===== src/logic/ihc_pkg.sv =====
// Purpose: shared constants of the client hold controller
// Assumes: word index times four gives the byte address
// Notes: register indices are printed offsets
package ihc_pkg;
	localparam int          IDX_W          = 10;
	localparam logic [9:0]  IDX_BUF        = 10'h18c;
	localparam logic [9:0]  IDX_ADDR       = 10'h18d;
	localparam logic [9:0]  IDX_MASK       = 10'h18e;
	localparam logic [9:0]  IDX_STAT       = 10'h18f;
	localparam logic [9:0]  IDX_CTL1       = 10'h190;
	localparam logic [9:0]  IDX_CTL2       = 10'h191;
	localparam logic [9:0]  IDX_CTL3       = 10'h192;
	localparam logic [9:0]  IDX_IRQ_STAT   = 10'h193;
	localparam logic [9:0]  IDX_IRQ_MASK   = 10'h194;
	// Control 1 fields
	localparam int          C1_WRITE_COLLISION        = 7;
	localparam int          C1_OVF         = 6;
	localparam int          C1_EN          = 5;
	localparam int          C1_REL         = 4;
	// Control 2 / 3 fields
	localparam int          C2_STRETCH     = 0;
	localparam int          C3_ACK_TIME_STATUS      = 7;
	localparam int          C3_BUFFER_OVERWRITE_ENABLE        = 4;
	localparam int          C3_ADDRESS_HOLD_ENABLE        = 1;
	localparam int          C3_DATA_HOLD_ENABLE        = 0;
	// Status fields
	localparam int          ST_BF          = 0;
	localparam int          ST_DA          = 5;
	// Interrupt status fields
	localparam int          IRQ_W          = 4;
	localparam int          EV_BYTE        = 0;
	localparam int          EV_OVF         = 1;
	localparam int          EV_HOLD        = 2;
	localparam int          EV_STOP        = 3;
	// Modes
	localparam logic [3:0]  MODE_SPI_LAST  = 4'h5;
	localparam logic [3:0]  MODE_CL7       = 4'h6;
	localparam logic [3:0]  MODE_CL10      = 4'h7;
	localparam logic [3:0]  MODE_CL7_IRQ   = 4'he;
	localparam logic [3:0]  MODE_CL10_IRQ  = 4'hf;
	localparam logic [3:0]  MODE_SPI_CL    = 4'h4;
	localparam logic [3:0]  MODE_SPI_CL_NS = 4'h5;
	// Reset values, bit counts and sync depth
	localparam logic [7:0]  RST_BYTE       = 8'h00;
	localparam logic [7:0]  RST_CTL1       = 8'h10;
	localparam logic [7:0]  RST_MASK       = 8'hff;
	localparam logic [3:0]  BITS_PER_BYTE  = 4'h8;
	localparam logic [3:0]  ACK_BIT        = 4'h9;
	localparam int          SYNC_STAGES    = 3;
endpackage


===== src/logic/ihc_link_if.sv =====
// Purpose: filtered pin events from the synchroniser to the controller
// Assumes: all signals on clk_sys
// Notes: edge flags are one-cycle pulses
`timescale 1ns/1ps
interface ihc_link_if;
	logic scl_rise;
	logic scl_fall;
	logic sda_lvl;
	logic start;
	logic stop;
	modport src (output scl_rise, output scl_fall, output sda_lvl, output start, output stop);
	modport dst (input scl_rise, input scl_fall, input sda_lvl, input start, input stop);
endinterface


===== src/logic/ihc_client_hold.sv =====
// Purpose: serial port client hold, overwrite and register map
// Assumes: AHB-Lite single word transfers, pins sampled on clk_sys
// Notes: reads take one wait state, writes none
//
// Chosen here: the AHB-Lite interface to the registers.
`timescale 1ns/1ps
module ihc_client_hold
	import ihc_pkg::*;
(
	input  wire logic        clk_sys,
	input  wire logic        rst,
	input  wire logic        hsel,
	input  wire logic [31:0] haddr,
	input  wire logic [1:0]  htrans,
	input  wire logic        hwrite,
	input  wire logic [2:0]  hsize,
	input  wire logic [31:0] hwdata,
	input  wire logic        hready,
	output logic      [31:0] hrdata,
	output logic             hreadyout,
	output logic             hresp,
	input  wire logic        scl_in,
	output logic             scl_out,
	output logic             scl_oe,
	input  wire logic        sda_in,
	output logic             sda_out,
	output logic             sda_oe,
	output logic             irq
);
	import ihc_pkg::*;

	ihc_link_if link ();

	ihc_pin_sync u_sync (
		.clk_sys (clk_sys),
		.rst     (rst),
		.scl_in  (scl_in),
		.sda_in  (sda_in),
		.link    (link.src)
	);

	logic [7:0]       buf_ff,      nxt_buf;
	logic [7:0]       addr_ff,     nxt_addr;
	logic [7:0]       mask_ff,     nxt_mask;
	logic [7:0]       stat_ff,     nxt_stat;
	logic [7:0]       ctl1_ff,     nxt_ctl1;
	logic [7:0]       ctl2_ff,     nxt_ctl2;
	logic [7:0]       ctl3_ff,     nxt_ctl3;
	logic [IRQ_W-1:0] ev_ff,       nxt_ev;
	logic [IRQ_W-1:0] evmask_ff,   nxt_evmask;
	logic [7:0]       shift_ff,    nxt_shift;
	logic [3:0]       cnt_ff,      nxt_cnt;
	logic             is_addr_ff,  nxt_is_addr;
	logic             active_ff,   nxt_active;
	logic             match_ff,    nxt_match;
	logic             wr_ph_ff,    nxt_wr_ph;
	logic             rd_ph_ff,    nxt_rd_ph;
	logic [IDX_W-1:0] idx_ff,      nxt_idx;
	logic [31:0]      hrdata_ff,   nxt_hrdata;
	logic             ready_ff,    nxt_ready;
	logic             scl_oe_ff,   nxt_scl_oe;
	logic             sda_oe_ff,   nxt_sda_oe;
	logic             irq_ff,      nxt_irq;

	logic             mode_spi;
	logic             mode_client;
	logic             spi_client;
	logic             en;
	logic             addr_phase;
	logic             byte_done;
	logic             hold_now;
	logic [7:0]       rx_byte;
	logic             load_buf;
	logic [7:0]       rd_val;

	////////////////////////////////////////////////////////////////////////////
	// Mode decode
	always_comb begin
		en          = ctl1_ff[C1_EN];
		mode_spi    = ctl1_ff[3:0] <= MODE_SPI_LAST;
		spi_client  = (ctl1_ff[3:0] == MODE_SPI_CL) || (ctl1_ff[3:0] == MODE_SPI_CL_NS);
		mode_client = (ctl1_ff[3:0] == MODE_CL7) || (ctl1_ff[3:0] == MODE_CL10)
			|| (ctl1_ff[3:0] == MODE_CL7_IRQ) || (ctl1_ff[3:0] == MODE_CL10_IRQ);
		addr_phase  = hsel & hready & htrans[1];
	end

	////////////////////////////////////////////////////////////////////////////
	// Register read mux
	always_comb begin
		unique case (idx_ff)
			IDX_BUF:      rd_val = buf_ff;
			IDX_ADDR:     rd_val = addr_ff;
			IDX_MASK:     rd_val = mask_ff;
			IDX_STAT:     rd_val = stat_ff;
			IDX_CTL1:     rd_val = ctl1_ff;
			IDX_CTL2:     rd_val = ctl2_ff;
			IDX_CTL3:     rd_val = ctl3_ff;
			IDX_IRQ_STAT: rd_val = {4'h0, ev_ff};
			IDX_IRQ_MASK: rd_val = {4'h0, evmask_ff};
			default:      rd_val = 8'h00;
		endcase
	end

	////////////////////////////////////////////////////////////////////////////
	// Receive path and hold control
	always_comb begin
		nxt_buf     = buf_ff;
		nxt_addr    = addr_ff;
		nxt_mask    = mask_ff;
		nxt_stat    = stat_ff;
		nxt_ctl1    = ctl1_ff;
		nxt_ctl2    = ctl2_ff;
		nxt_ctl3    = ctl3_ff;
		nxt_ev      = ev_ff;
		nxt_evmask  = evmask_ff;
		nxt_shift   = shift_ff;
		nxt_cnt     = cnt_ff;
		nxt_is_addr = is_addr_ff;
		nxt_active  = active_ff;
		nxt_match   = match_ff;
		nxt_sda_oe  = sda_oe_ff;
		byte_done   = 1'b0;
		hold_now    = 1'b0;
		rx_byte     = {shift_ff[6:0], link.sda_lvl};
		load_buf    = 1'b0;

		// Bus side: address phase capture
		nxt_wr_ph  = addr_phase & hwrite;
		nxt_rd_ph  = addr_phase & ~hwrite;
		nxt_idx    = addr_phase ? haddr[IDX_W+1:2] : idx_ff;
		nxt_ready  = ~(addr_phase & ~hwrite);
		nxt_hrdata = hrdata_ff;
		if (rd_ph_ff) begin
			nxt_hrdata = {24'h0, rd_val};
			if (idx_ff == IDX_BUF)
				nxt_stat[ST_BF] = 1'b0;
		end

		// Software writes
		if (wr_ph_ff) begin
			unique case (idx_ff)
				IDX_BUF: begin
					if (active_ff || cnt_ff != 4'h0)
						nxt_ctl1[C1_WRITE_COLLISION] = 1'b1;
					else
						nxt_buf = hwdata[7:0];
				end
				IDX_ADDR:     nxt_addr   = hwdata[7:0];
				IDX_MASK:     nxt_mask   = hwdata[7:0];
				IDX_STAT:     nxt_stat   = {hwdata[7:6], stat_ff[5:0]};
				IDX_CTL1:     nxt_ctl1   = hwdata[7:0];
				IDX_CTL2:     nxt_ctl2   = hwdata[7:0];
				IDX_CTL3:     nxt_ctl3   = {ctl3_ff[C3_ACK_TIME_STATUS], hwdata[6:0]};
				IDX_IRQ_STAT: nxt_ev     = ev_ff & ~hwdata[IRQ_W-1:0];
				IDX_IRQ_MASK: nxt_evmask = hwdata[IRQ_W-1:0];
				default: ;
			endcase
		end

		// I2C client receiver
		if (en && mode_client) begin
			if (link.start) begin
				nxt_active  = 1'b1;
				nxt_is_addr = 1'b1;
				// Start's own SCL fall wraps this to zero
				nxt_cnt     = 4'hf;
				nxt_match   = 1'b0;
			end else if (link.stop) begin
				nxt_active = 1'b0;
				nxt_cnt    = 4'h0;
				nxt_sda_oe = 1'b0;
				nxt_ev[EV_STOP] = 1'b1;
			end else if (active_ff) begin
				if (link.scl_rise && cnt_ff < BITS_PER_BYTE)
					nxt_shift = rx_byte;
				if (link.scl_rise && cnt_ff == BITS_PER_BYTE)
					nxt_ctl3[C3_ACK_TIME_STATUS] = 1'b0;
				if (link.scl_fall) begin
					nxt_cnt = cnt_ff + 4'h1;
					if (cnt_ff == BITS_PER_BYTE - 4'h1) begin
						byte_done = 1'b1;
						if (is_addr_ff) begin
							nxt_match = ((shift_ff[7:1] ^ addr_ff[7:1]) & mask_ff[7:1]) == 7'h00;
							nxt_stat[ST_DA] = 1'b0;
						end else begin
							nxt_stat[ST_DA] = 1'b1;
						end
						hold_now = (is_addr_ff & ctl3_ff[C3_ADDRESS_HOLD_ENABLE]) | (~is_addr_ff & ctl3_ff[C3_DATA_HOLD_ENABLE]);
						if (ctl3_ff[C3_ADDRESS_HOLD_ENABLE] | ctl3_ff[C3_DATA_HOLD_ENABLE])
							nxt_ctl3[C3_ACK_TIME_STATUS] = 1'b1;
						nxt_sda_oe = ~is_addr_ff ? match_ff
							: (((shift_ff[7:1] ^ addr_ff[7:1]) & mask_ff[7:1]) == 7'h00);
					end
					if (cnt_ff == BITS_PER_BYTE) begin
						nxt_sda_oe  = 1'b0;
						nxt_cnt     = 4'h0;
						nxt_is_addr = 1'b0;
						nxt_active  = nxt_match | match_ff;
						if (ctl2_ff[C2_STRETCH] && !is_addr_ff)
							hold_now = 1'b1;
					end
				end
			end
		end else if (en && mode_spi && spi_client) begin
			// SPI client: sample on clock rise
			if (link.scl_rise) begin
				nxt_shift = rx_byte;
				nxt_cnt   = cnt_ff + 4'h1;
				if (cnt_ff == BITS_PER_BYTE - 4'h1) begin
					byte_done = 1'b1;
					nxt_cnt   = 4'h0;
				end
			end
			nxt_active = 1'b0;
		end else begin
			nxt_active = 1'b0;
			nxt_cnt    = 4'h0;
			nxt_sda_oe = 1'b0;
		end

		// Buffer load and overflow
		if (byte_done) begin
			load_buf = ctl3_ff[C3_BUFFER_OVERWRITE_ENABLE] | (mode_spi ? ~stat_ff[ST_BF]
				: ~(stat_ff[ST_BF] | ctl1_ff[C1_OVF]));
			if (stat_ff[ST_BF]) begin
				nxt_ctl1[C1_OVF] = 1'b1;
				nxt_ev[EV_OVF]   = 1'b1;
			end
			if (load_buf) begin
				nxt_buf         = mode_spi ? rx_byte : shift_ff;
				nxt_stat[ST_BF] = 1'b1;
			end
			nxt_ev[EV_BYTE] = 1'b1;
		end

		// Hardware hold beats a simultaneous software release
		if (hold_now) begin
			nxt_ctl1[C1_REL] = 1'b0;
			nxt_ev[EV_HOLD]  = 1'b1;
		end

		nxt_scl_oe = en & mode_client & ~nxt_ctl1[C1_REL];
		nxt_irq    = |(nxt_ev & nxt_evmask);
	end

	////////////////////////////////////////////////////////////////////////////
	// State registers
	always_ff @(posedge clk_sys or posedge rst) begin
		if (rst) begin
			buf_ff     <= RST_BYTE;
			addr_ff    <= RST_BYTE;
			mask_ff    <= RST_MASK;
			stat_ff    <= RST_BYTE;
			ctl1_ff    <= RST_CTL1;
			ctl2_ff    <= RST_BYTE;
			ctl3_ff    <= RST_BYTE;
			ev_ff      <= '0;
			evmask_ff  <= '0;
			shift_ff   <= RST_BYTE;
			cnt_ff     <= 4'h0;
			is_addr_ff <= 1'b0;
			active_ff  <= 1'b0;
			match_ff   <= 1'b0;
			wr_ph_ff   <= 1'b0;
			rd_ph_ff   <= 1'b0;
			idx_ff     <= '0;
			hrdata_ff  <= 32'h0000_0000;
			ready_ff   <= 1'b1;
			scl_oe_ff  <= 1'b0;
			sda_oe_ff  <= 1'b0;
			irq_ff     <= 1'b0;
		end else begin
			buf_ff     <= nxt_buf;
			addr_ff    <= nxt_addr;
			mask_ff    <= nxt_mask;
			stat_ff    <= nxt_stat;
			ctl1_ff    <= nxt_ctl1;
			ctl2_ff    <= nxt_ctl2;
			ctl3_ff    <= nxt_ctl3;
			ev_ff      <= nxt_ev;
			evmask_ff  <= nxt_evmask;
			shift_ff   <= nxt_shift;
			cnt_ff     <= nxt_cnt;
			is_addr_ff <= nxt_is_addr;
			active_ff  <= nxt_active;
			match_ff   <= nxt_match;
			wr_ph_ff   <= nxt_wr_ph;
			rd_ph_ff   <= nxt_rd_ph;
			idx_ff     <= nxt_idx;
			hrdata_ff  <= nxt_hrdata;
			ready_ff   <= nxt_ready;
			scl_oe_ff  <= nxt_scl_oe;
			sda_oe_ff  <= nxt_sda_oe;
			irq_ff     <= nxt_irq;
		end
	end

	////////////////////////////////////////////////////////////////////////////
	// Outputs
	assign hrdata    = hrdata_ff;
	assign hreadyout = ready_ff;
	assign hresp     = 1'b0;
	assign scl_out   = 1'b0;
	assign scl_oe    = scl_oe_ff;
	assign sda_out   = 1'b0;
	assign sda_oe    = sda_oe_ff;
	assign irq       = irq_ff;
endmodule


===== src/logic/ihc_pin_sync.sv =====
// Purpose: three-stage sampling of bus pins and edge detection
// Assumes: pins asynchronous to clk_sys
// Notes: a level counts once stages two and three agree
`timescale 1ns/1ps
module ihc_pin_sync
	import ihc_pkg::*;
(
	input  wire logic clk_sys,
	input  wire logic rst,
	input  wire logic scl_in,
	input  wire logic sda_in,
	ihc_link_if.src   link
);
	logic [SYNC_STAGES-1:0] scl_sh_ff;
	logic [SYNC_STAGES-1:0] sda_sh_ff;
	logic                   scl_ff;
	logic                   sda_ff;
	logic                   nxt_scl;
	logic                   nxt_sda;

	////////////////////////////////////////////////////////////////////////////
	// Filtered levels
	always_comb begin
		nxt_scl = (scl_sh_ff[1] == scl_sh_ff[2]) ? scl_sh_ff[2] : scl_ff;
		nxt_sda = (sda_sh_ff[1] == sda_sh_ff[2]) ? sda_sh_ff[2] : sda_ff;
	end

	always_ff @(posedge clk_sys or posedge rst) begin
		if (rst) begin
			scl_sh_ff <= '1;
			sda_sh_ff <= '1;
			scl_ff    <= 1'b1;
			sda_ff    <= 1'b1;
		end else begin
			scl_sh_ff <= {scl_sh_ff[SYNC_STAGES-2:0], scl_in};
			sda_sh_ff <= {sda_sh_ff[SYNC_STAGES-2:0], sda_in};
			scl_ff    <= nxt_scl;
			sda_ff    <= nxt_sda;
		end
	end

	////////////////////////////////////////////////////////////////////////////
	// Events
	assign link.scl_rise = nxt_scl & ~scl_ff;
	assign link.scl_fall = ~nxt_scl & scl_ff;
	assign link.sda_lvl  = sda_ff;
	assign link.start    = scl_ff & nxt_scl & sda_ff & ~nxt_sda;
	assign link.stop     = scl_ff & nxt_scl & ~sda_ff & nxt_sda;
endmodule


===== config.mk =====
export PLATFORM = sky130hd
export DESIGN_NAME = ihc_client_hold
export DESIGN_NICKNAME = d
export VERILOG_FILES = /design/src/logic/ihc_pkg.sv /design/src/logic/ihc_link_if.sv /design/src/logic/ihc_client_hold.sv /design/src/logic/ihc_pin_sync.sv
export SDC_FILE = /design/constraint.sdc
export NUM_CORES = 1
export LEC_CHECK = 0
export ABC_AREA = 1
export BUFFER_PORTS_ARGS = -buffer_cell sky130_fd_sc_hd__buf_2
export CAP_MARGIN = 25
export CORE_AREA = 2 2 108 131
export DETAILED_ROUTE_END_ITERATION = 8
export DIE_AREA = 0 0 110 133
export GPL_TIMING_DRIVEN = 0
export PLACE_DENSITY = 0.65
export SYNTH_ARGS = -nofsm -noshare
export SYNTH_HDL_FRONTEND = slang
export SYNTH_HIERARCHICAL = 1
export SYNTH_SLANG_ARGS = --single-unit

===== constraint.sdc =====
create_clock -name clk_sys -period 8.5 [get_ports clk_sys]
set_input_delay 1.7 -clock clk_sys [delete_from_list [all_inputs] [get_ports clk_sys]]
set_output_delay 1.7 -clock clk_sys [all_outputs]
set_load 0.02 [all_outputs]

==> results.tsv <==
stage	metric	value	unit
timing	tightest_slew	754	ps
cells_and_area	syn_to_final_growth	14.2	%
power_and_ir_drop	power_density	201	mW/mm^2
floorplanning	die_h	133	um
logic_synthesis	synth_ff_type	dfrtp_1	
routing	drc	0	
cells_and_area	final_layout_size_suffix_gt1_frac	0.194	
logic_synthesis	yosysTopAreaCell	dfrtp_1	
timing	slew_viol_final	0	
global_routing	grtUsageTotal	0.231	
hold_path	hold_path_class	flop to flop	
clock_network	cts_buffers	9	
placed_design	dp_hpwl	12.2	mm
cells_and_area	final_nets	901	
clock_network	htreeDepth	3	
logic_synthesis	synth_area_leaders	dfrtp_1 (38%), nand2_1 (14%), dfstp_2 (8.0%)	
clock_network	clock_sinks	107	
global_routing	grt.overflow.total	0	
clock_network	clock_path_buffers	2	
logic_synthesis	synth_seq_area_share	0.458	
floorplanning	rows	47	
clock_network	cts_setup_buffers	0	
floorplanning	dieArea	0.0146	mm^2
routing	drt-total-wl	15.7	mm
placed_design	io_buffers	37	
setup_path	cp_top_family	flip-flops	
setup_path	cp_cell_sequence	buf_2	
power_and_ir_drop	ir_worst_vdd	0.0977	mV
routing	avgRoutedWirePerCell	15.7	um
timing	tns	0	ps
placed_design	place_ws	5830	ps
floorplanning	initial_core_util	0.438	
routing	ant_nets	0	
timing	fin_crit_sh	0.320	
logic_synthesis	synth_top_area_share	0.378	
routing	viasPerCell	5.05	
clock_network	clk_latency	360	ps
setup_path	worstPathArrival	1020	ps
setup_path	crit_buf_inv	1	
global_routing	grt_max_degree	59	
setup_path	path_max_fanout	1	
floorplanning	core-area	0.0135	mm^2
logic_synthesis	syn_avg_cell_area	7.89	um^2
logic_synthesis	synth.top_cells.by_count	nand2_1 (220), dfrtp_1 (89), inv_1 (77)	
logic_synthesis	synth-edff-count	0	
setup_path	end_kind	primary output	
placed_design	place.gp.congestion	0.939	
timing	rsz0062_at_grt	no	
clock_network	hold_buffers	0	
timing	fin_ws	5780	ps
routing	drt_first_pass_iters	5	
global_routing	grt_pass1_vias	4777	
floorplanning	chipWidth	110	um
cells_and_area	antenna_cells	0	
global_routing	grt_antenna_before_repair	0	
setup_path	cp-start-kind	flop	
flow_run	maxCapViolCount	0	
logic_synthesis	yosysMostFrequentCell	nand2_1	
outcome	outcome	finished clean	
logic_synthesis	synthArstFlopShare	1.00	
timing	clock_skew	8.34	ps
routing	via_count	5048	
timing	setup_viol	0	
floorplanning	ios	115	
logic_synthesis	ys_ff_latch	107	
setup_path	path_class	flop to primary output	
clock_network	root_buffer	clkbuf_16	
timing	timing_hold_violations_final	0	
timing	fin_crit	2720	ps
clock_network	cts_resized	0	
timing	max_freq	368	MHz
logic_synthesis	ys_types	40	
setup_path	crit_slowest_cell	dfstp_2	
routing	drt_iter0_markers	394	
logic_synthesis	postSynthCellCount	748	
power_and_ir_drop	p_leak	3.61	nW
timing	slew_headroom	0.497	
logic_synthesis	syn-cell-area	0.00590	mm^2
clock_network	cts.clk_slew.worst_paths	70	ps
logic_synthesis	ys.warnings.count	6	
setup_path	slowest_delay	510	ps
setup_path	crit_required	6800	ps
global_routing	grt_pass1_wl	25.3	mm
clock_network	tritoncts	yes	
-- per-stage QoR --
stage          utilization  area [um^2]  hold slack, ps  power, mW  cells
2_1_floorplan            -         6000             345      0.829    774
3_3_place_gp         0.475         6390             347      0.902    982
3_5_place_dp         0.477         6420             349      0.906    983
4_1_cts              0.500         6740             358       1.36    999
5_1_grt              0.500         6740             359       1.43    999
6_report             0.500         6740             356       1.35    999
-- power breakdown --
part           leakage [nW]  total (mW)  internal (mW)  switching [mW]
Clock                 0.156       0.454          0.265           0.188
Sequential             1.14       0.628          0.572          0.0553
Combinational          2.31       0.272         0.0921           0.180
-- registers in the layout (all words and copies together), names as in the netlist, 3 cells and up --
signal / flops
ev_ff: 4
addr_ff: 8
mask_ff: 8
u_sync/scl_sh_ff: 3
cnt_ff: 4
ctl2_ff: 8
ctl3_ff: 8
idx_ff: 10
buf_ff: 8
shift_ff: 8
ctl1_ff: 8
u_sync/sda_sh_ff: 3
hrdata: 8
stat_ff: 4
evmask_ff: 4
-- cell families (layout without fill, tap and decap cells) --
logic type | Yosys count | in the layout | synth area share
AOI/OAI and AO/OA | 103 | 103 | 0.0965
xor gates and xnor gates | 1 | 1 | 0.00149
adders and majority gates | 2 | 2 | 0.00424
buffers and inverters | 129 | 183 | 0.108
DFF | 107 | 107 | 0.458
other | 1 | 27 | 0.000636
and+or+nand+nor | 405 | 405 | 0.331
-- layer usage --
layer | share of wire | GRT usage
met1 | 0.43 | 0.300
met2 | 0.49 | 0.374
met3 | 0.044 | 0.0355
met4 | 0.037 | 0.108
met5 | 0 | 0
-- layout make-up --
type | instances | area, um^2
multi-input cells | 538 | 2660
clock buffers | 11 | 243
inverters | 83 | 314
well taps | 171 | 214
clock inverters | 5 | 77.6
repair buffers | 38 | 205
plain buffers | 46 | 328
fillers | 1351 | 6730
flip-flops and latches | 107 | 2700
-- path summary, 6_finish.rpt --
path                                      from             endpoint  slack, ps  depth (start not counted)
setup / recovery                     hreadyout            hreadyout       5780                          1
hold / removal             u_sync/scl_sh_ff[0]  u_sync/scl_sh_ff[1]        360                          0
setup reg to reg           u_sync/scl_sh_ff[1]          shift_ff[1]       6450                         13
hold reg to reg            u_sync/scl_sh_ff[0]  u_sync/scl_sh_ff[1]        360                          0
max in group asynchronous                  rst            hreadyout       6260                          3
min in group asynchronous                  rst           ctl3_ff[1]       1500                          2
-- worst reg2reg max path, cell delays in order (launching register included) --
cell	delay (ps)
dfstp_2	550
inv_1	50
nand2_2	70
nand2_2	50
nor2_1	390
inv_1	90
nand4_1	90
nor2_1	70
inv_1	90
o21ai_2	60
o21ai_2	160
buf_6	200
nand2_1	50
o21ai_1	60
-- layout by cell type (no fill, tap or decap), types with 3 or more instances in the layout --
cell type	synthesis	final
inv_2	4	4
dfstp_2	18	18
o211ai_1	9	9
buf_4	27	27
o21ai_1	16	16
nor2_4	6	6
o21ai_2	3	3
conb_1	1	27
clkbuf_16	0	9
a21oi_1	8	8
nand2_1	220	220
nand2_4	3	3
a22oi_1	4	4
or2_2	8	8
inv_1	77	76
nor3_1	4	4
nand4_1	41	41
nor2_2	6	6
o21ai_0	61	61
dfrtp_1	89	89
nor2_1	60	60
clkbuf_1	6	7
buf_2	6	43
buf_6	6	6
nor2_8	3	3
nand3_4	3	3
nand3_1	36	36
nand2_2	6	6
(Power assumes the default switching activity.)
